--- src/core/temp_sensor_pkg.sv ---
// constants for the temperature sensor register block
package temp_sensor_pkg;
   // ----------------------------------------------------------------
   // register offsets
   // ----------------------------------------------------------------
   localparam logic [7:0]  REMOTE_A_RESULT_OFS = 8'h01;
   localparam logic [7:0]  REMOTE_B_RESULT_OFS = 8'h02;
   localparam logic [7:0]  SENSOR_CONFIG_OFS   = 8'h0a;
   localparam logic [7:0]  CONV_RATE_OFS       = 8'h0b;
   localparam logic [7:0]  IDEALITY_A_OFS      = 8'h21;
   localparam logic [7:0]  IDEALITY_B_OFS      = 8'h22;
   // ----------------------------------------------------------------
   // reset values
   // ----------------------------------------------------------------
   localparam logic [15:0] RESULT_RESET        = 16'h0000;
   localparam logic [15:0] CONFIG_RESET_SPI    = 16'h003c;
   localparam logic [15:0] CONFIG_RESET_I2C    = 16'h3cff;
   localparam logic [15:0] RATE_RESET_SPI      = 16'h0007;
   localparam logic [15:0] RATE_RESET_I2C      = 16'h07ff;
   localparam logic [15:0] IDEAL_RESET_SPI     = 16'h0000;
   localparam logic [15:0] IDEAL_RESET_I2C     = 16'h00ff;
   localparam logic [3:0]  ENABLES_RESET       = 4'hf;
   localparam logic [2:0]  RATE_SEL_RESET      = 3'h7;
   localparam logic [7:0]  LOW_BYTE_ONES       = 8'hff;
   // ----------------------------------------------------------------
   // field positions
   // ----------------------------------------------------------------
   localparam int          RESULT_LSB          = 4;
   localparam int          CFG_LSB_SPI         = 2;
   localparam int          CFG_LSB_I2C         = 10;
   localparam int          RATE_LSB_SPI        = 0;
   localparam int          RATE_LSB_I2C        = 8;
   localparam int          IDEAL_LSB_SPI       = 0;
   localparam int          IDEAL_LSB_I2C       = 8;
   // enable vector order {b, a, local, correction}
   localparam int          EN_B                = 3;
   localparam int          EN_A                = 2;
   localparam int          EN_LOCAL            = 1;
   localparam int          EN_CORR             = 0;
   // ----------------------------------------------------------------
   // timing
   // ----------------------------------------------------------------
   localparam longint      CLOCK_HZ            = 125000000;
   localparam longint      CYC_PER_MS          = CLOCK_HZ / 1000;
   localparam longint      LOCAL_ONLY_MS       = 15;
   localparam longint      ONE_REMOTE_MS       = 44;
   localparam longint      ONE_REMOTE_RC_MS    = 93;
   localparam longint      ONE_LOCAL_MS        = 59;
   localparam longint      ONE_LOCAL_RC_MS     = 108;
   localparam longint      TWO_REMOTE_MS       = 88;
   localparam longint      TWO_REMOTE_RC_MS    = 186;
   localparam longint      ALL_MS              = 103;
   localparam longint      ALL_RC_MS           = 201;
   localparam int          RATE_MULT_MAX_LOG2  = 7;
endpackage : temp_sensor_pkg

--- src/core/temp_sensor_readout_regs.sv ---
// register file and monitoring sequencer of the temperature monitor
//
// Behaviour
// - remote a result in bits 15:4, reset 0
// - remote b result in bits 15:4, reset 0
// - one result step is 0.125 degC
// - spi config enables at bits 5..2, 003c
// - i2c config enables at 13..10, 3cff
// - remote b monitored only while enabled
// - remote a monitored only while enabled
// - local sensor monitored only while enabled
// - resistance correction only while enabled
// - spi rate selector bits 2:0, 0007
// - i2c rate selector bits 10:8, 07ff
// - rate code halves 128x multiple per step
// - local only cycle 15 ms
// - one remote 44 or 93 ms
// - one remote plus local 59 or 108 ms
// - two remotes 88 or 186 ms
// - all sensors 103 or 201 ms
// - one ideality register per remote sensor
// - spi ideality value bits 7:0, 0000
// - i2c ideality value bits 15:8, 00ff
`timescale 1ns/10ps
module temp_sensor_readout_regs #(
   parameter int TEMP_W = 12
) (
   input  wire logic        clock,
   input  wire logic        rst,
   input  wire logic        i2cMode,
   input  wire logic [7:0]  regAddr,
   input  wire logic        regWrite,
   input  wire logic [15:0] regWrData,
   output logic      [15:0] regRdData,
   input  wire logic        convDone,
   input  wire logic [11:0] convData,
   output logic             convStart,
   output logic      [1:0]  convChannel,
   output logic             localEnable,
   output logic             remoteAEnable,
   output logic             remoteBEnable,
   output logic             correctionEnable,
   output logic      [7:0]  idealityA,
   output logic      [7:0]  idealityB,
   output logic             cycleTick
);
   if (TEMP_W != 12) begin : widthCheck
      $error("temperature width must be 12");
   end

   // ----------------------------------------------------------------
   // types
   // ----------------------------------------------------------------
   typedef enum logic [1:0] {
      CH_LOCAL  = 2'b00,
      CH_A      = 2'b01,
      CH_B      = 2'b10,
      CH_NONE   = 2'b11
   } chan_type;

   typedef enum logic [1:0] {
      ST_IDLE   = 2'b00,
      ST_CONV   = 2'b01,
      ST_WAIT   = 2'b10
   } state_type;

   // ----------------------------------------------------------------
   // configuration registers
   // ----------------------------------------------------------------
   logic [3:0]  enables_r;
   logic [3:0]  enables_nxt;
   logic [2:0]  rateSel_r;
   logic [2:0]  rateSel_nxt;
   logic [7:0]  idealA_r;
   logic [7:0]  idealA_nxt;
   logic [7:0]  idealB_r;
   logic [7:0]  idealB_nxt;
   logic [15:0] rdData_r;
   logic [15:0] rdData_nxt;
   logic [15:0] resultA;
   logic [15:0] resultB;

   // layout of each field follows the selected host interface
   always_comb begin
      enables_nxt = enables_r;
      rateSel_nxt = rateSel_r;
      idealA_nxt  = idealA_r;
      idealB_nxt  = idealB_r;
      if (regWrite) begin
         case (regAddr)
            temp_sensor_pkg::SENSOR_CONFIG_OFS: begin
               if (i2cMode) begin
                  enables_nxt = regWrData[temp_sensor_pkg::CFG_LSB_I2C +: 4];
               end else begin
                  enables_nxt = regWrData[temp_sensor_pkg::CFG_LSB_SPI +: 4];
               end
            end
            temp_sensor_pkg::CONV_RATE_OFS: begin
               if (i2cMode) begin
                  rateSel_nxt = regWrData[temp_sensor_pkg::RATE_LSB_I2C +: 3];
               end else begin
                  rateSel_nxt = regWrData[temp_sensor_pkg::RATE_LSB_SPI +: 3];
               end
            end
            // high byte of spi writes is dropped
            temp_sensor_pkg::IDEALITY_A_OFS: begin
               idealA_nxt = i2cMode ? regWrData[temp_sensor_pkg::IDEAL_LSB_I2C +: 8]
                                    : regWrData[temp_sensor_pkg::IDEAL_LSB_SPI +: 8];
            end
            temp_sensor_pkg::IDEALITY_B_OFS: begin
               idealB_nxt = i2cMode ? regWrData[temp_sensor_pkg::IDEAL_LSB_I2C +: 8]
                                    : regWrData[temp_sensor_pkg::IDEAL_LSB_SPI +: 8];
            end
            default: begin
            end
         endcase
      end
   end

   always_comb begin
      rdData_nxt = 16'h0000;
      case (regAddr)
         temp_sensor_pkg::REMOTE_A_RESULT_OFS: rdData_nxt = resultA;
         temp_sensor_pkg::REMOTE_B_RESULT_OFS: rdData_nxt = resultB;
         temp_sensor_pkg::SENSOR_CONFIG_OFS: begin
            if (i2cMode) begin
               rdData_nxt = {2'b00, enables_r, 2'b00, temp_sensor_pkg::LOW_BYTE_ONES};
            end else begin
               rdData_nxt = {10'h000, enables_r, 2'b00};
            end
         end
         temp_sensor_pkg::CONV_RATE_OFS: begin
            if (i2cMode) begin
               rdData_nxt = {5'h00, rateSel_r, temp_sensor_pkg::LOW_BYTE_ONES};
            end else begin
               rdData_nxt = {13'h0000, rateSel_r};
            end
         end
         temp_sensor_pkg::IDEALITY_A_OFS: begin
            rdData_nxt = i2cMode ? {idealA_r, temp_sensor_pkg::LOW_BYTE_ONES}
                                 : {8'h00, idealA_r};
         end
         temp_sensor_pkg::IDEALITY_B_OFS: begin
            rdData_nxt = i2cMode ? {idealB_r, temp_sensor_pkg::LOW_BYTE_ONES}
                                 : {8'h00, idealB_r};
         end
         default: rdData_nxt = 16'h0000;
      endcase
   end

   always_ff @(posedge clock or posedge rst) begin
      if (rst) begin
         enables_r <= temp_sensor_pkg::ENABLES_RESET;
         rateSel_r <= temp_sensor_pkg::RATE_SEL_RESET;
         idealA_r  <= 8'h00;
         idealB_r  <= 8'h00;
         rdData_r  <= 16'h0000;
      end else begin
         enables_r <= enables_nxt;
         rateSel_r <= rateSel_nxt;
         idealA_r  <= idealA_nxt;
         idealB_r  <= idealB_nxt;
         rdData_r  <= rdData_nxt;
      end
   end

   // ----------------------------------------------------------------
   // monitoring sequencer
   // ----------------------------------------------------------------
   // disabled sensors are skipped; the cycle length still comes from the
   // table, so an early finish just waits out the remainder
   logic [39:0] cycleLen;
   logic [39:0] cycleCnt_r;
   logic [39:0] cycleCnt_nxt;
   state_type   state_r;
   state_type   state_nxt;
   chan_type    chan_r;
   chan_type    chan_nxt;
   logic        start_nxt;
   logic        start_r;
   logic        loadA;
   logic        loadB;

   cycle_time_lut cycleLut (
      .enables    (enables_r),
      .rateSel    (rateSel_r),
      .cycleCount (cycleLen)
   );

   function automatic chan_type nextChan(input chan_type cur, input logic [3:0] en);
      chan_type n;
      n = CH_NONE;
      if (cur == CH_NONE && en[temp_sensor_pkg::EN_LOCAL]) begin
         n = CH_LOCAL;
      end else if ((cur == CH_NONE || cur == CH_LOCAL) && en[temp_sensor_pkg::EN_A]) begin
         n = CH_A;
      end else if (cur != CH_B && en[temp_sensor_pkg::EN_B]) begin
         n = CH_B;
      end
      return n;
   endfunction : nextChan

   always_comb begin
      state_nxt    = state_r;
      chan_nxt     = chan_r;
      start_nxt    = 1'b0;
      cycleCnt_nxt = (cycleCnt_r == 40'h0) ? 40'h0 : cycleCnt_r - 40'h1;
      case (state_r)
         ST_IDLE: begin
            cycleCnt_nxt = cycleLen - 40'h1;
            chan_nxt     = nextChan(CH_NONE, enables_r);
            if (chan_nxt != CH_NONE) begin
               start_nxt = 1'b1;
               state_nxt = ST_CONV;
            end
         end
         ST_CONV: begin
            if (convDone) begin
               chan_nxt = nextChan(chan_r, enables_r);
               if (chan_nxt == CH_NONE) begin
                  state_nxt = ST_WAIT;
               end else begin
                  start_nxt = 1'b1;
               end
            end
         end
         ST_WAIT: begin
            if (cycleCnt_r == 40'h0) begin
               state_nxt = ST_IDLE;
            end
         end
         default: state_nxt = ST_IDLE;
      endcase
   end

   always_ff @(posedge clock or posedge rst) begin
      if (rst) begin
         state_r    <= ST_IDLE;
         chan_r     <= CH_NONE;
         start_r    <= 1'b0;
         cycleCnt_r <= 40'h0;
      end else begin
         state_r    <= state_nxt;
         chan_r     <= chan_nxt;
         start_r    <= start_nxt;
         cycleCnt_r <= cycleCnt_nxt;
      end
   end

   assign loadA = (state_r == ST_CONV) && convDone && (chan_r == CH_A);
   assign loadB = (state_r == ST_CONV) && convDone && (chan_r == CH_B);

   sensor_result_reg #(.DATA_W(TEMP_W)) resultRegA (
      .clock      (clock),
      .rst        (rst),
      .loadStrobe (loadA),
      .sample     (convData),
      .result     (resultA)
   );

   sensor_result_reg #(.DATA_W(TEMP_W)) resultRegB (
      .clock      (clock),
      .rst        (rst),
      .loadStrobe (loadB),
      .sample     (convData),
      .result     (resultB)
   );

   // ----------------------------------------------------------------
   // outputs
   // ----------------------------------------------------------------
   assign regRdData        = rdData_r;
   assign convStart        = start_r;
   assign convChannel      = chan_r;
   assign localEnable      = enables_r[temp_sensor_pkg::EN_LOCAL];
   assign remoteAEnable    = enables_r[temp_sensor_pkg::EN_A];
   assign remoteBEnable    = enables_r[temp_sensor_pkg::EN_B];
   assign correctionEnable = enables_r[temp_sensor_pkg::EN_CORR];
   assign idealityA        = idealA_r;
   assign idealityB        = idealB_r;
   assign cycleTick        = (state_r == ST_WAIT) && (cycleCnt_r == 40'h0);
endmodule : temp_sensor_readout_regs

--- src/core/sensor_result_reg.sv ---
// one remote sensor result register
`timescale 1ns/10ps
module sensor_result_reg #(
   parameter int DATA_W = 12
) (
   input  wire logic              clock,
   input  wire logic              rst,
   input  wire logic              loadStrobe,
   input  wire logic [DATA_W-1:0] sample,
   output logic      [15:0]       result
);
   if (DATA_W != 12) begin : widthCheck
      $error("result width must be 12");
   end

   logic [15:0] result_r;
   logic [15:0] result_nxt;

   // only a finished conversion moves the value
   always_comb begin
      result_nxt = result_r;
      if (loadStrobe) begin
         result_nxt = {sample, 4'h0};
      end
   end

   always_ff @(posedge clock or posedge rst) begin
      if (rst) begin
         result_r <= temp_sensor_pkg::RESULT_RESET;
      end else begin
         result_r <= result_nxt;
      end
   end

   assign result = result_r;
endmodule : sensor_result_reg

--- src/core/cycle_time_lut.sv ---
// monitoring cycle length from active sensors and rate selector
`timescale 1ns/10ps
module cycle_time_lut (
   input  wire logic [3:0]  enables,
   input  wire logic [2:0]  rateSel,
   output logic      [39:0] cycleCount
);
   logic [39:0] baseMs;
   logic [1:0]  remotes;
   logic        loc;
   logic        corr;

   always_comb begin
      remotes = 2'(enables[temp_sensor_pkg::EN_A]) + 2'(enables[temp_sensor_pkg::EN_B]);
      loc     = enables[temp_sensor_pkg::EN_LOCAL];
      corr    = enables[temp_sensor_pkg::EN_CORR];
      baseMs  = 40'(temp_sensor_pkg::LOCAL_ONLY_MS);
      case ({remotes, loc})
         3'h2:    baseMs = corr ? 40'(temp_sensor_pkg::ONE_REMOTE_RC_MS)
                                : 40'(temp_sensor_pkg::ONE_REMOTE_MS);
         3'h3:    baseMs = corr ? 40'(temp_sensor_pkg::ONE_LOCAL_RC_MS)
                                : 40'(temp_sensor_pkg::ONE_LOCAL_MS);
         3'h4:    baseMs = corr ? 40'(temp_sensor_pkg::TWO_REMOTE_RC_MS)
                                : 40'(temp_sensor_pkg::TWO_REMOTE_MS);
         3'h5:    baseMs = corr ? 40'(temp_sensor_pkg::ALL_RC_MS)
                                : 40'(temp_sensor_pkg::ALL_MS);
         default: baseMs = 40'(temp_sensor_pkg::LOCAL_ONLY_MS);
      endcase
      // code 0 is 128x, each step halves the multiple
      cycleCount = (baseMs * 40'(temp_sensor_pkg::CYC_PER_MS))
                   << (3'(temp_sensor_pkg::RATE_MULT_MAX_LOG2) - rateSel);
   end
endmodule : cycle_time_lut

--- config.mk ---
export PLATFORM = sky130hd
export DESIGN_NAME = temp_sensor_readout_regs
export DESIGN_NICKNAME = d
export VERILOG_FILES = /design/src/core/temp_sensor_pkg.sv /design/src/core/temp_sensor_readout_regs.sv /design/src/core/sensor_result_reg.sv /design/src/core/cycle_time_lut.sv
export SDC_FILE = /design/constraint.sdc
export NUM_CORES = 1
export LEC_CHECK = 0
export ABC_AREA = 1
export BUFFER_PORTS_ARGS = -buffer_cell sky130_fd_sc_hd__buf_4
export CAP_MARGIN = 0
export CORE_MARGIN = 3
export CORE_UTILIZATION = 45
export DETAILED_ROUTE_END_ITERATION = 16
export SLEW_MARGIN = 20
export SYNTH_ARGS = -nofsm -noshare
export SYNTH_HDL_FRONTEND = slang
export SYNTH_SLANG_ARGS = --single-unit
--- constraint.sdc ---
create_clock -name clock -period 10.1 [get_ports clock]
set_input_delay 1.01 -clock clock [delete_from_list [all_inputs] [get_ports clock]]
set_output_delay 1.01 -clock clock [all_outputs]
set_load 0.01 [all_outputs]
==> results of run 1 <==
[worst max-delay path, delay by kind of cell (launching register included)]
| family | cells | cell delay (ns) |
|---|---|---|
| compound gates | 2 | 0.70 |
| simple gates | 17 | 2.26 |
| fa+ha+maj | 8 | 3.14 |
| buf+inv | 7 | 0.64 |
| flops | 1 | 0.59 |
[stage by stage]
stage          area (µm²)  setup WS (ns)  hold WS (ns)
3_3_place_gp        11800           2.70         0.464
5_1_grt             12100           2.05         0.515
4_1_cts             12100           2.60         0.494
6_report            12100           2.62         0.483
2_1_floorplan       10900           3.67         0.437
3_5_place_dp        11800           2.62         0.474
[layout by cell type (no fill, tap or decap), types with 6 or more instances in the layout]
cell                        netlist  routed
sky130_fd_sc_hd__inv_2           10      10
sky130_fd_sc_hd__nand2_1        369     369
sky130_fd_sc_hd__nand3_2         37      37
sky130_fd_sc_hd__nor2_1         124     124
sky130_fd_sc_hd__fa_1            19      19
sky130_fd_sc_hd__buf_4            7      90
sky130_fd_sc_hd__nand2_2         46      46
sky130_fd_sc_hd__o21ai_0         99      99
sky130_fd_sc_hd__nor3_1          29      28
sky130_fd_sc_hd__o21ai_1          8       8
sky130_fd_sc_hd__xnor2_1         18      18
sky130_fd_sc_hd__dfstp_2          9       9
sky130_fd_sc_hd__clkbuf_16        0       9
sky130_fd_sc_hd__nand4_1         25      25
sky130_fd_sc_hd__inv_1          181     180
sky130_fd_sc_hd__xor2_1          22      22
sky130_fd_sc_hd__a21oi_1         28      27
sky130_fd_sc_hd__ha_1            84      84
sky130_fd_sc_hd__mux2_2           6       6
sky130_fd_sc_hd__o22ai_1         12      12
sky130_fd_sc_hd__dfrtp_1         99      99
sky130_fd_sc_hd__nor2_2          24      24
sky130_fd_sc_hd__nand3_1        261     261
[cell type report]
cell class              count  share of cell area [%]
multi-input cells        1257                    60.2
clock buffers              10                    1.97
repair buffers             90                    5.58
clock inverters             6                   0.558
flip-flops and latches    108                    22.4
inverters                 193                    6.00
well taps                 319                    3.29
[metal layers]
layer  vias up  GRT usage, %  wire, µm
li1       5415             -         -
met3        48          3.39      1420
met2       287          42.8     15100
met1      4923          30.9     13900
met5         -             0         0
met4         0          6.94       714
[power by group]
part	switching [W]	total [W]	internal, W
clock	0.000192	0.000374	0.000182
combinational	0.00237	0.00355	0.00119
sequential	0.000113	0.000667	0.000555
[how the worst max path moves through the flow]
stage                     endpoint  slack, ns
finish              cycleCnt_r[30]       2.62
global route        cycleCnt_r[30]       2.05
CTS                 cycleCnt_r[30]       2.60
detailed placement  cycleCnt_r[30]       2.62
global placement    cycleCnt_r[30]       2.70
floorplan           cycleCnt_r[27]       3.67
[registers in the layout, summed over array words and instances, names as in the netlist]
register	count
cycleCnt_r	40
regRdData	16
resultRegA.result	12
resultRegB.result	12
idealityA	8
idealityB	8
enables_r	4
rateSel_r	3
convChannel	2
state_r	2
convStart	1
[cell families (layout without fill, tap and decap cells)]
group / after synthesis / after routing
buf+inv: 240 / 299
simple gates: 943 / 943
compound gates: 165 / 165
mux: 6 / 6
xor+xnor: 40 / 40
flops: 108 / 108
fa+ha+maj: 103 / 103
==> flow_summary.rst, run 1 <==
.. list-table::
   :header-rows: 1

   * - Metric
     - Value
   * - Number of clock buffers inserted by TritonCTS
     - 9
   * - Post-DR vias/cell
     - 5.38
   * - Number of vias in the routed layout
     - ~11000
   * - Peak supply drop
     - between 0.15 and 0.2 mV
   * - Worst stage delay on the critical path
     - 0.59 ns
   * - R2R Path Start
     - enables_r[2]
   * - R2r endpoint
     - cycleCnt_r[30]
   * - Clock tree from TritonCTS
     - built
   * - Clock Latency Late Sink
     - 0.37 ns
   * - Adder and majority cell fraction of the synthesized area
     - 13.1%
   * - Hold Crit Class
     - register to register
   * - Average wire per cell in the routed design
     - 15.7 µm
   * - Compound-cell area share of the yosys netlist
     - 8.23%
   * - First-pass GRT wire length
     - 52.2 mm
   * - Async set-or-reset flop fraction in the synthesized netlist
     - 100%
   * - Worst-path clk slew
     - 0.08 ns
   * - Final wirelength
     - about 31 mm
   * - Final setup TNS
     - 0 ns
   * - Total of flip-flops plus latches after synthesis
     - 108
   * - Transition time of the tightest slew-check pin
     - 0.944 ns
   * - Antenna violations before repair
     - 0
   * - Final weighted congestion in routability-driven placement
     - 0.896
   * - Bufs on Longest Clock Path
     - 2
   * - Hold-critical path depth
     - 1
   * - Clock Tree Root
     - sky130_fd_sc_hd__clkbuf_16
   * - Setup Fix Bufs, Post-CTS
     - 0
   * - Post-synth top cells
     - sky130_fd_sc_hd__nand2_1 (369), sky130_fd_sc_hd__nand3_1 (261), sky130_fd_sc_hd__inv_1 (181), sky130_fd_sc_hd__nor2_1 (124)
   * - Setup-failing EPs final
     - 0
   * - Core region area
     - 23700 µm²
   * - Worst R2R Path Depth
     - 34
   * - Required time at the endpoint of the critical path
     - 10.35 ns
   * - Main combinational cell family by area after synthesis
     - simple AND/OR/NAND/NOR gates
   * - LEAKAGE
     - roughly 6.4 nW
   * - Synth Area per Inst
     - 6.82 µm²
   * - Die Area
     - 26200 µm²
   * - Power density normalized to cell area
     - 379 nW/µm²
   * - CP Launch Type
     - register
   * - Setup crit end kind
     - register
   * - Setup slack of the worst register-to-register path
     - 2.62 ns
   * - Min-Delay Endpoint
     - cycleCnt_r[0]
   * - 1st-iter DRT viols
     - roughly 700
   * - Cell area after synthesis
     - 10900 µm²
   * - Cell with the largest stage delay on the worst path
     - sky130_fd_sc_hd__dfstp_2
   * - Top-Level Pins
     - about 80
   * - Unrepaired setup endpoints after global routing
     - no
   * - Die width
     - 162 µm
   * - Yosys top cell by area
     - sky130_fd_sc_hd__dfrtp_1
   * - CTS H-Tree Depth
     - 3
   * - Port Buffers
     - 80
   * - Share of cells above drive strength 1
     - 15.6%
   * - Largest net degree at the start of global routing
     - 63
   * - Min-Delay Startpoint
     - cycleCnt_r[0]
   * - Antenna diode count
     - 0
   * - Start-to-end type of the worst setup path
     - register to register
   * - Routed Antenna Nets
     - 0
   * - Max Cap Violations
     - 0
   * - Multi-input combinational cell area
     - 7300 µm²
   * - Grt ovf
     - 0
   * - Arr. time, crit path
     - 7.73 ns
   * - Max transition margin
     - 37.0%
   * - Area added between synthesis and finish
     - 10.7%
   * - CTS Hold Bufs
     - 0
   * - # placed instances
     - 1967
   * - Overall routing resource usage
     - 24.2%
   * - TritonCTS sink count
     - 108
   * - Time the final worst path needs with I/O delays and setup
     - 7.48 ns
   * - Leading cell types by total area after synthesis
     - sky130_fd_sc_hd__dfrtp_1 (23%), sky130_fd_sc_hd__nand2_1 (13%), sky130_fd_sc_hd__nand3_1 (12%), sky130_fd_sc_hd__ha_1 (9.6%), sky130_fd_sc_hd__inv_1 (6.2%)
   * - Portion of netlist area occupied by mux cells
     - less than 1%
   * - Synthesized netlist net count
     - 1749
   * - Final HPWL from detailed placement
     - 24.6 mm
   * - Synth unique cells
     - 48
   * - Number of remaining DRC errors
     - 0
   * - Total power consumption of the routed design
     - 0.00459 W
   * - Peak clock frequency supported by timing
     - between 100 and 150 MHz
   * - Number of gates resized after CTS
     - 0
   * - Outcome
     - finished, final reports clean
   * - Via count of the first global-routing pass
     - 10600
   * - Worst Path Max Fanout
     - 6
   * - First-pass iteration count of the detailed router
     - 5
   * - Setup skew after layout
     - 0.0185 ns
   * - Total number of nets in the final design
     - 1803
   * - Syn Inst Count
     - 1605
   * - Sequential element share of the synthesized area
     - roughly 25%
   * - Area fraction of the dominant cell type after synthesis
     - approximately 23%
   * - Register Area
     - 2710 µm²
   * - Number of enable flip-flop cells after synthesis
     - 0
   * - Final critical-path share of the clock period
     - 74.0%
   * - Initial cell density of the core
     - between 40% and 50%
   * - Post-synthesis share of cell area spent on xor and xnor gates
     - between 3 and 4%
   * - Beginning of the critical path
     - enables_r[2]
   * - Hold Violations, Final
     - 0
   * - Number of warnings issued by yosys
     - 0
   * - Area share of and/or/nand/nor cells after synthesis
     - 41.3%
   * - Top_reg_cell synth
     - sky130_fd_sc_hd__dfrtp_1
   * - Most frequent cell after synthesis
     - sky130_fd_sc_hd__nand2_1
   * - Row Count
     - 56
   * - Fillers
     - 2477
   * - Vert. Die Dim
     - 162 µm
   * - Post-layout utilization of the core
     - around half
   * - Pins over their slew limit
     - 0
   * - Non-Filler Instances
     - 1983
(Power assumes the default switching activity.)
==> inputs of run 2 (changes only) <==
Settings changed: ABC_AREA 1 to 0.
Clock period 10.1 ns to 7.6 ns, I/O delays scaled along.
==> run 2 against run 1 <==
  * Clock power up 29%
  * Non-clock buffer count up 34
  * Register-to-register slack worse by 2.2 ns
  * Global-route usage down 0.17 points
  * Count of clock-buffer cells in the layout down 1
  * Largest power group unchanged
==> flow_summary.rst, run 2 <==
.. list-table::
   :header-rows: 1

   * - Metric
     - Value
   * - Core region area
     - 22200 µm² (-6.1%)
   * - Most flop-heavy register
     - cycleCnt_r
   * - Total number of nets in the final design
     - 1445 (-20%)
   * - Transition time of the tightest slew-check pin
     - 1.17 ns (+0.230 ns)
   * - Average wire per cell in the routed design
     - 18.6 µm (+18%)
   * - Time the final worst path needs with I/O delays and setup
     - 7.22 ns (-0.253 ns)
   * - Top_reg_cell synth
     - sky130_fd_sc_hd__dfrtp_1
   * - Area after detailed placement
     - 11400 µm² (-3.9%)
   * - Outcome
     - finished, final reports clean
   * - Synth unique cells
     - 102 (+110%)
   * - Cell seen most often among critical-path stages
     - sky130_fd_sc_hd__ha_1
   * - Max transition margin
     - 20.6% (-16 points)
   * - Final setup TNS
     - 0 ns (unchanged)
   * - Async set-or-reset flop fraction in the synthesized netlist
     - 100% (unchanged)
   * - Worst hold-check slack
     - 0.422 ns (-0.0614 ns)
   * - Required time at the endpoint of the critical path
     - 7.89 ns (-2.46 ns)
   * - First-pass GRT wire length
     - 48.7 mm (-6.6%)
   * - Final weighted congestion in routability-driven placement
     - 0.892 (-0.51%)
   * - Bufs on Longest Clock Path
     - 2 (unchanged)
   * - Met1 Wirelength
     - 12.9 mm (-7.0%)
   * - Number of warnings issued by yosys
     - 0 (unchanged)
   * - Area added between synthesis and finish
     - 14.0%
   * - Setup-failing EPs final
     - 0 (unchanged)
   * - Synthesized netlist net count
     - 1379 (-21%)
   * - Most common cell after layout, fill and taps aside
     - sky130_fd_sc_hd__nand2_1
   * - Clock tree from TritonCTS
     - built
   * - Number of remaining DRC errors
     - 0 (unchanged)
   * - Overall routing resource usage
     - 24.1% (-0.17 points)
   * - Start-to-end type of the worst setup path
     - register to register
   * - Leading cell types by total area after synthesis
     - sky130_fd_sc_hd__dfrtp_1 (24%), sky130_fd_sc_hd__ha_1 (10%), sky130_fd_sc_hd__nand2_1 (4.6%), sky130_fd_sc_hd__o21ai_0 (4.0%), sky130_fd_sc_hd__fa_1 (3.7%)
   * - Number of clock buffers inserted by TritonCTS
     - 9 (unchanged)
   * - Routed Antenna Nets
     - 0 (unchanged)
   * - Final wirelength
     - 29.5 mm (-5.2%)
   * - Yosys top cell by area
     - sky130_fd_sc_hd__dfrtp_1
   * - Worst-path clk slew
     - 0.09 ns (about the same)
   * - Peak supply drop
     - 0.249 mV (+49%)
   * - Setup crit end kind
     - register
   * - Power density normalized to cell area
     - 309 nW/µm² (-18%)
   * - Row Count
     - 54 (-3.6%)
   * - Top-Level Pins
     - 81 (unchanged)
   * - Antenna violations before repair
     - 0 (unchanged)
   * - Final HPWL from detailed placement
     - 22.4 mm (-8.8%)
   * - 1st-iter DRT viols
     - 657 (-6.4%)
   * - Most frequent cell after synthesis
     - sky130_fd_sc_hd__nand2_1
   * - Share of cells above drive strength 1
     - 18.6% (+3.0 points)
   * - Arr. time, crit path
     - 7.52 ns (-0.21 ns)
   * - Antenna diode count
     - 0 (unchanged)
   * - CTS H-Tree Depth
     - 3 (unchanged)
   * - Clock Latency Late Sink
     - 0.36 ns (about the same)
   * - Total of flip-flops plus latches after synthesis
     - 108 (unchanged)
   * - Sequential element share of the synthesized area
     - 26.1% (+1.3 points)
   * - Vert. Die Dim
     - 158 µm (-2.5%)
   * - Setup slack of the critical path after layout
     - 0.376 ns (-2.25 ns)
   * - Number of vias in the routed layout
     - 9658 (-9.5%)
   * - Highest routed metal layer
     - met4
   * - Area fraction of the dominant cell type after synthesis
     - 23.8% (+1.2 points)
   * - Die width
     - 158 µm (-2.5%)
   * - Max Cap Violations
     - 0 (unchanged)
   * - Pins over their slew limit
     - 0 (unchanged)
   * - Peak clock frequency supported by timing
     - 138 MHz (+3.5%)
   * - Number of flip-flops in the largest register
     - 40 (unchanged)
   * - Initial cell density of the core
     - 46.7% (+0.52 points)
   * - CTS Hold Bufs
     - 0 (unchanged)
   * - Die Area
     - 24900 µm² (-4.9%)
   * - Clock Tree Root
     - sky130_fd_sc_hd__clkbuf_16
   * - LEAKAGE
     - 5.37 nW (-15%)
   * - TritonCTS sink count
     - 108 (unchanged)
   * - Port Buffers
     - 80 (unchanged)
   * - Post-layout utilization of the core
     - 53.3% (+2.1 points)
   * - Syn Inst Count
     - 1235 (-23%)
   * - Post-placement setup slack
     - 0.0464 ns (-2.58 ns)
   * - Cell area after synthesis
     - 10400 µm² (-5.1%)
   * - Beginning of the critical path
     - enables_r[3]
   * - Synth Area per Inst
     - 8.41 µm² (+23%)
   * - Largest net degree at the start of global routing
     - 69 (+9.5%)
   * - Post-synth top cells
     - sky130_fd_sc_hd__nand2_1 (127), sky130_fd_sc_hd__dfrtp_1 (99), sky130_fd_sc_hd__nor2_1 (93), sky130_fd_sc_hd__ha_1 (84), sky130_fd_sc_hd__o21ai_0 (84)
   * - First-pass iteration count of the detailed router
     - 5 (unchanged)
   * - Final non-filler cell area
     - 11800 µm² (-2.2%)
   * - Cell with the largest stage delay on the worst path
     - sky130_fd_sc_hd__fa_1
   * - Post-DR vias/cell
     - 6.09 (+13%)
   * - Grt ovf
     - 0 (unchanged)
   * - Hold Violations, Final
     - 0 (unchanged)
   * - Setup skew after layout
     - 0.0210 ns (+0.00250 ns)
   * - Met2 routed wirelength
     - 13.8 mm (-8.3%)
   * - Highest-count cells in the layout ignoring fill and taps
     - sky130_fd_sc_hd__nand2_1 (127), sky130_fd_sc_hd__buf_4 (124), sky130_fd_sc_hd__dfrtp_1 (99)
   * - R2R Path Start
     - enables_r[3]
   * - Via count of the first global-routing pass
     - 9381 (-11%)
   * - Final critical-path share of the clock period
     - 95.0% (+21 points)
   * - Amount of wire on met3 after detailed routing
     - 1.94 mm (+37%)
   * - CP Launch Type
     - register
   * - Hold Crit Class
     - input pin to async pin
   * - Worst Path Max Fanout
     - 14 (+8)
   * - Worst stage delay on the critical path
     - 0.54 ns (-0.05 ns)
   * - Number of enable flip-flop cells after synthesis
     - 0 (unchanged)
[run 2: power by group]
group / internal (W) / total (W) / switching [W]
logic: 0.000971 / 0.00237 / 0.00139
registers: 0.000704 / 0.000811 / 0.000107
clock network: 0.000234 / 0.000484 / 0.000250
total: 0.00191 / 0.00366 / 0.00175
[run 2: layer usage]
layer / track usage [%] / up-vias
met5: 0 / -
met4: 7.13 / 0
met3: 3.88 / 41
met2: 39.9 / 325
met1: 32.5 / 4602
li1: - / 4690
[run 2: timing repair]
item / in CTS / in global routing
resized for setup: 0 / 37
setup buffers: 0 / 4
setup endpoints to repair: 0 / 17
[run 2: cell type report]
class                   count  area, µm²
clock buffers               9        225
clock inverters             7       78.8
fillers                  2094      10400
inverters                  61        231
multi-input cells         997       7320
flip-flops and latches    108       2710
well taps                 280        350
repair buffers            124        931
[run 2: critical path, delay by kind of cell (launching register included)]
kind / cells / cell delay, ns
AND/OR/NAND/NOR: 10 / 1.77
flip-flops: 1 / 0.53
adder cells (fa/ha/maj): 8 / 3.10
buffers and inverters: 3 / 0.28
AO/OA/AOI/OAI: 5 / 1.08
multiplexers: 1 / 0.40
[run 2: stage by stage]
| step | total power [W] | instances |
|---|---|---|
| finish | 0.00366 | 1586 |
| floorplan | 0.00242 | 1235 |
| global placement | 0.00302 | 1566 |
| detailed placement | 0.00302 | 1566 |
| global route | 0.00401 | 1586 |
| CTS | 0.00353 | 1582 |
[run 2: worst paths after layout]
| kind | endpoint | slack, ns | depth (start not counted) |
|---|---|---|---|
| max in group asynchronous | cycleCnt_r[26] | 5.88 | 3 |
| max | cycleCnt_r[32] | 0.38 | 27 |
| max reg2reg | cycleCnt_r[32] | 0.38 | 27 |
| min reg2reg | resultRegA.result[13] | 0.51 | 1 |
| min | resultRegA.result[11] | 0.42 | 2 |
| min in group clock | resultRegA.result[13] | 0.51 | 1 |
[run 2: cells by family after synthesis]
family	share of synthesized area, %
DFF	26.1
and+or+nand+nor	21.1
adders and majority gates	13.8
xor gates and xnor gates	6.07
AOI/OAI and AO/OA	22.1
muxes	5.78
buffers and inverters	5.05
==> inputs of run 3 (changes only) <==
Clock period 7.6 ns to 7.7 ns, I/O delays scaled along.
==> run 3 against run 2 <==
  * Sequential power decreased by 1%
  * Die area did not move
  * Critical path depth increased by 2
  * Maximum frequency decreased by 0.77%
  * Power shrank 2.0%
  * Routed wire length up 0.31%
==> flow_summary.rst, run 3 (synthesis results as in run 2) <==
.. list-table::
   :header-rows: 1

   * - Metric
     - Value
   * - Outcome
     - finished, final reports clean
   * - Clock tree from TritonCTS
     - built
   * - Total number of nets in the final design
     - 1442 (-0.21%)
   * - Core region area
     - 22200 µm² (unchanged)
   * - Overall routing resource usage
     - 23.9% (-0.15 points)
   * - CTS H-Tree Depth
     - 3 (unchanged)
   * - R2R Path Start
     - enables_r[2]
   * - Setup skew after layout
     - 0.0188 ns (-0.00221 ns)
   * - Worst hold-check slack
     - 0.436 ns (+0.0139 ns)
   * - Power density normalized to cell area
     - 304 nW/µm² (-1.7%)
   * - Setup slack of the critical path after layout
     - 0.420 ns (+0.0436 ns)
   * - Die Area
     - 24900 µm² (unchanged)
   * - Routed Antenna Nets
     - 0 (unchanged)
   * - Most flop-heavy register
     - cycleCnt_r
   * - Start-to-end type of the worst setup path
     - register to register
   * - Clock Latency Late Sink
     - 0.36 ns (about the same)
   * - Antenna diode count
     - 0 (unchanged)
   * - Bufs on Longest Clock Path
     - 2 (unchanged)
   * - Grt ovf
     - 0 (unchanged)
   * - Post-DR vias/cell
     - 6.07 (-0.25%)
   * - Vert. Die Dim
     - 158 µm (unchanged)
   * - Post-placement setup slack
     - -0.00977 ns (-0.0562 ns)
   * - Unrepaired setup endpoints after global routing
     - no
   * - Setup-failing EPs final
     - 0 (unchanged)
   * - Final wirelength
     - 29.6 mm (+0.31%)
   * - Final critical-path share of the clock period
     - 94.5% (-0.50 points)
   * - Most common cell after layout, fill and taps aside
     - sky130_fd_sc_hd__nand2_1
   * - Total power consumption of the routed design
     - 0.00359 W (-2.0%)
   * - Initial cell density of the core
     - 46.7% (unchanged)
   * - Setup crit end kind
     - register
   * - Worst-path clk slew
     - 0.09 ns (about the same)
   * - Beginning of the critical path
     - enables_r[2]
   * - Die width
     - 158 µm (unchanged)
   * - Via count of the first global-routing pass
     - 9259 (-1.3%)
   * - Row Count
     - 54 (unchanged)
   * - Post-layout utilization of the core
     - 53.1% (-0.16 points)
   * - Clock Tree Root
     - sky130_fd_sc_hd__clkbuf_16
   * - Pins over their slew limit
     - 0 (unchanged)
   * - 1st-iter DRT viols
     - 696 (+5.9%)
   * - CTS Hold Bufs
     - 0 (unchanged)
   * - Number of remaining DRC errors
     - 0 (unchanged)
   * - Cell seen most often among critical-path stages
     - sky130_fd_sc_hd__ha_1
   * - Largest net degree at the start of global routing
     - 71 (+2.9%)
   * - Required time at the endpoint of the critical path
     - 7.95 ns (+0.06 ns)
   * - First-pass GRT wire length
     - 48.3 mm (-0.89%)
   * - Cell with the largest stage delay on the worst path
     - sky130_fd_sc_hd__fa_1
   * - Share of cells above drive strength 1
     - 18.0% (-0.57 points)
   * - Hold Violations, Final
     - 0 (unchanged)
   * - Non-Filler Instances
     - 1583 (-0.19%)
   * - Area added between synthesis and finish
     - 13.7%
   * - Worst Path Max Fanout
     - 14 (unchanged)
   * - Time the final worst path needs with I/O delays and setup
     - 7.28 ns (+0.0564 ns)
   * - Setup slack of the worst register-to-register path
     - 0.42 ns (+0.04 ns)
   * - CP Launch Type
     - register
   * - Peak supply drop
     - 0.235 mV (-5.6%)
   * - LEAKAGE
     - 5.34 nW (-0.59%)
   * - TritonCTS sink count
     - 108 (unchanged)
   * - Worst stage delay on the critical path
     - 0.54 ns (about the same)
   * - Max transition margin
     - 30.8% (+10 points)
   * - First-pass iteration count of the detailed router
     - 7 (+2)
   * - Transition time of the tightest slew-check pin
     - 1.03 ns (-0.146 ns)
   * - Number of vias in the routed layout
     - 9616 (-0.43%)
   * - Highest-count cells in the layout ignoring fill and taps
     - sky130_fd_sc_hd__nand2_1 (127), sky130_fd_sc_hd__buf_4 (121), sky130_fd_sc_hd__dfrtp_1 (99)
   * - Peak clock frequency supported by timing
     - 137 MHz (-0.77%)
   * - # placed instances
     - 1561 (-0.32%)
   * - Arr. time, crit path
     - 7.53 ns (about the same)
   * - Antenna violations before repair
     - 0 (unchanged)
   * - Final weighted congestion in routability-driven placement
     - 0.938 (+5.2%)
   * - Hold Crit Class
     - input pin to async pin
   * - Number of flip-flops in the largest register
     - 40 (unchanged)
   * - Top-Level Pins
     - 81 (unchanged)
   * - Max Cap Violations
     - 0 (unchanged)
   * - Number of clock buffers inserted by TritonCTS
     - 9 (unchanged)
   * - Port Buffers
     - 80 (unchanged)
   * - Final HPWL from detailed placement
     - 22.3 mm (-0.70%)
   * - Average wire per cell in the routed design
     - 18.7 µm (+0.50%)
[run 3: cell types whose count changed in the layout (fill, tap and decap cells not counted), sizes merged]
cell / previous run / this run
clkinvlp: 0 / 1
clkinv: 5 / 4
buf: 124 / 121
[run 3: worst paths after layout]
check / end / cells after the start
max: cycleCnt_r[34] / 29
min: convStart / 2
max reg2reg: cycleCnt_r[34] / 29
min reg2reg: regRdData[14] / 2
max in group asynchronous: idealityB[2] / 3
min in group clock: regRdData[14] / 2
[run 3: what timing repair did]
item	CTS	global route
pin swaps	0	7
buffers inserted	0	6
endpoints found under the setup margin	2	16
resized for setup	1	31
[run 3: routing by layer]
layer  wire [µm]  GRT usage [%]  share of wire (%)  up-vias
met4         754           7.74                2.5        0
met3        1750           4.21                5.9       35
met2       14000           40.2                 47      304
met5           0              0                  0        -
met1       13100           31.4                 44     4597
li1            -              -                  -     4680
[run 3: power by group]
group	total [W]	internal (W)	switching, W
registers	0.000799	0.000694	0.000105
clock network	0.000479	0.000231	0.000248
logic	0.00231	0.000948	0.00136
[run 3: per-stage QoR]
step / TNS, ns / instance area [µm²]
2_1_floorplan: 0 / 10400
3_5_place_dp: -0.00977 / 11300
4_1_cts: 0 / 11600
3_3_place_gp: 0 / 11300
5_1_grt: 0 / 11800
6_report: 0 / 11800
[run 3: final cells by class]
class                   instances  area, µm²
fillers                      2067      10400
multi-input cells             997       7300
flip-flops and latches        108       2710
repair buffers                121        908
well taps                     280        350
inverters                      61        231
clock buffers                   9        225
clock inverters                 7       80.1
[run 3: worst max-delay path: cells and delay by family, from the launching register on]
family	cells	cell delay [ns]
fa+ha+maj	8	3.11
simple gates	8	1.79
compound gates	6	0.79
buf+inv	5	0.66
flops	1	0.53
mux	2	0.28
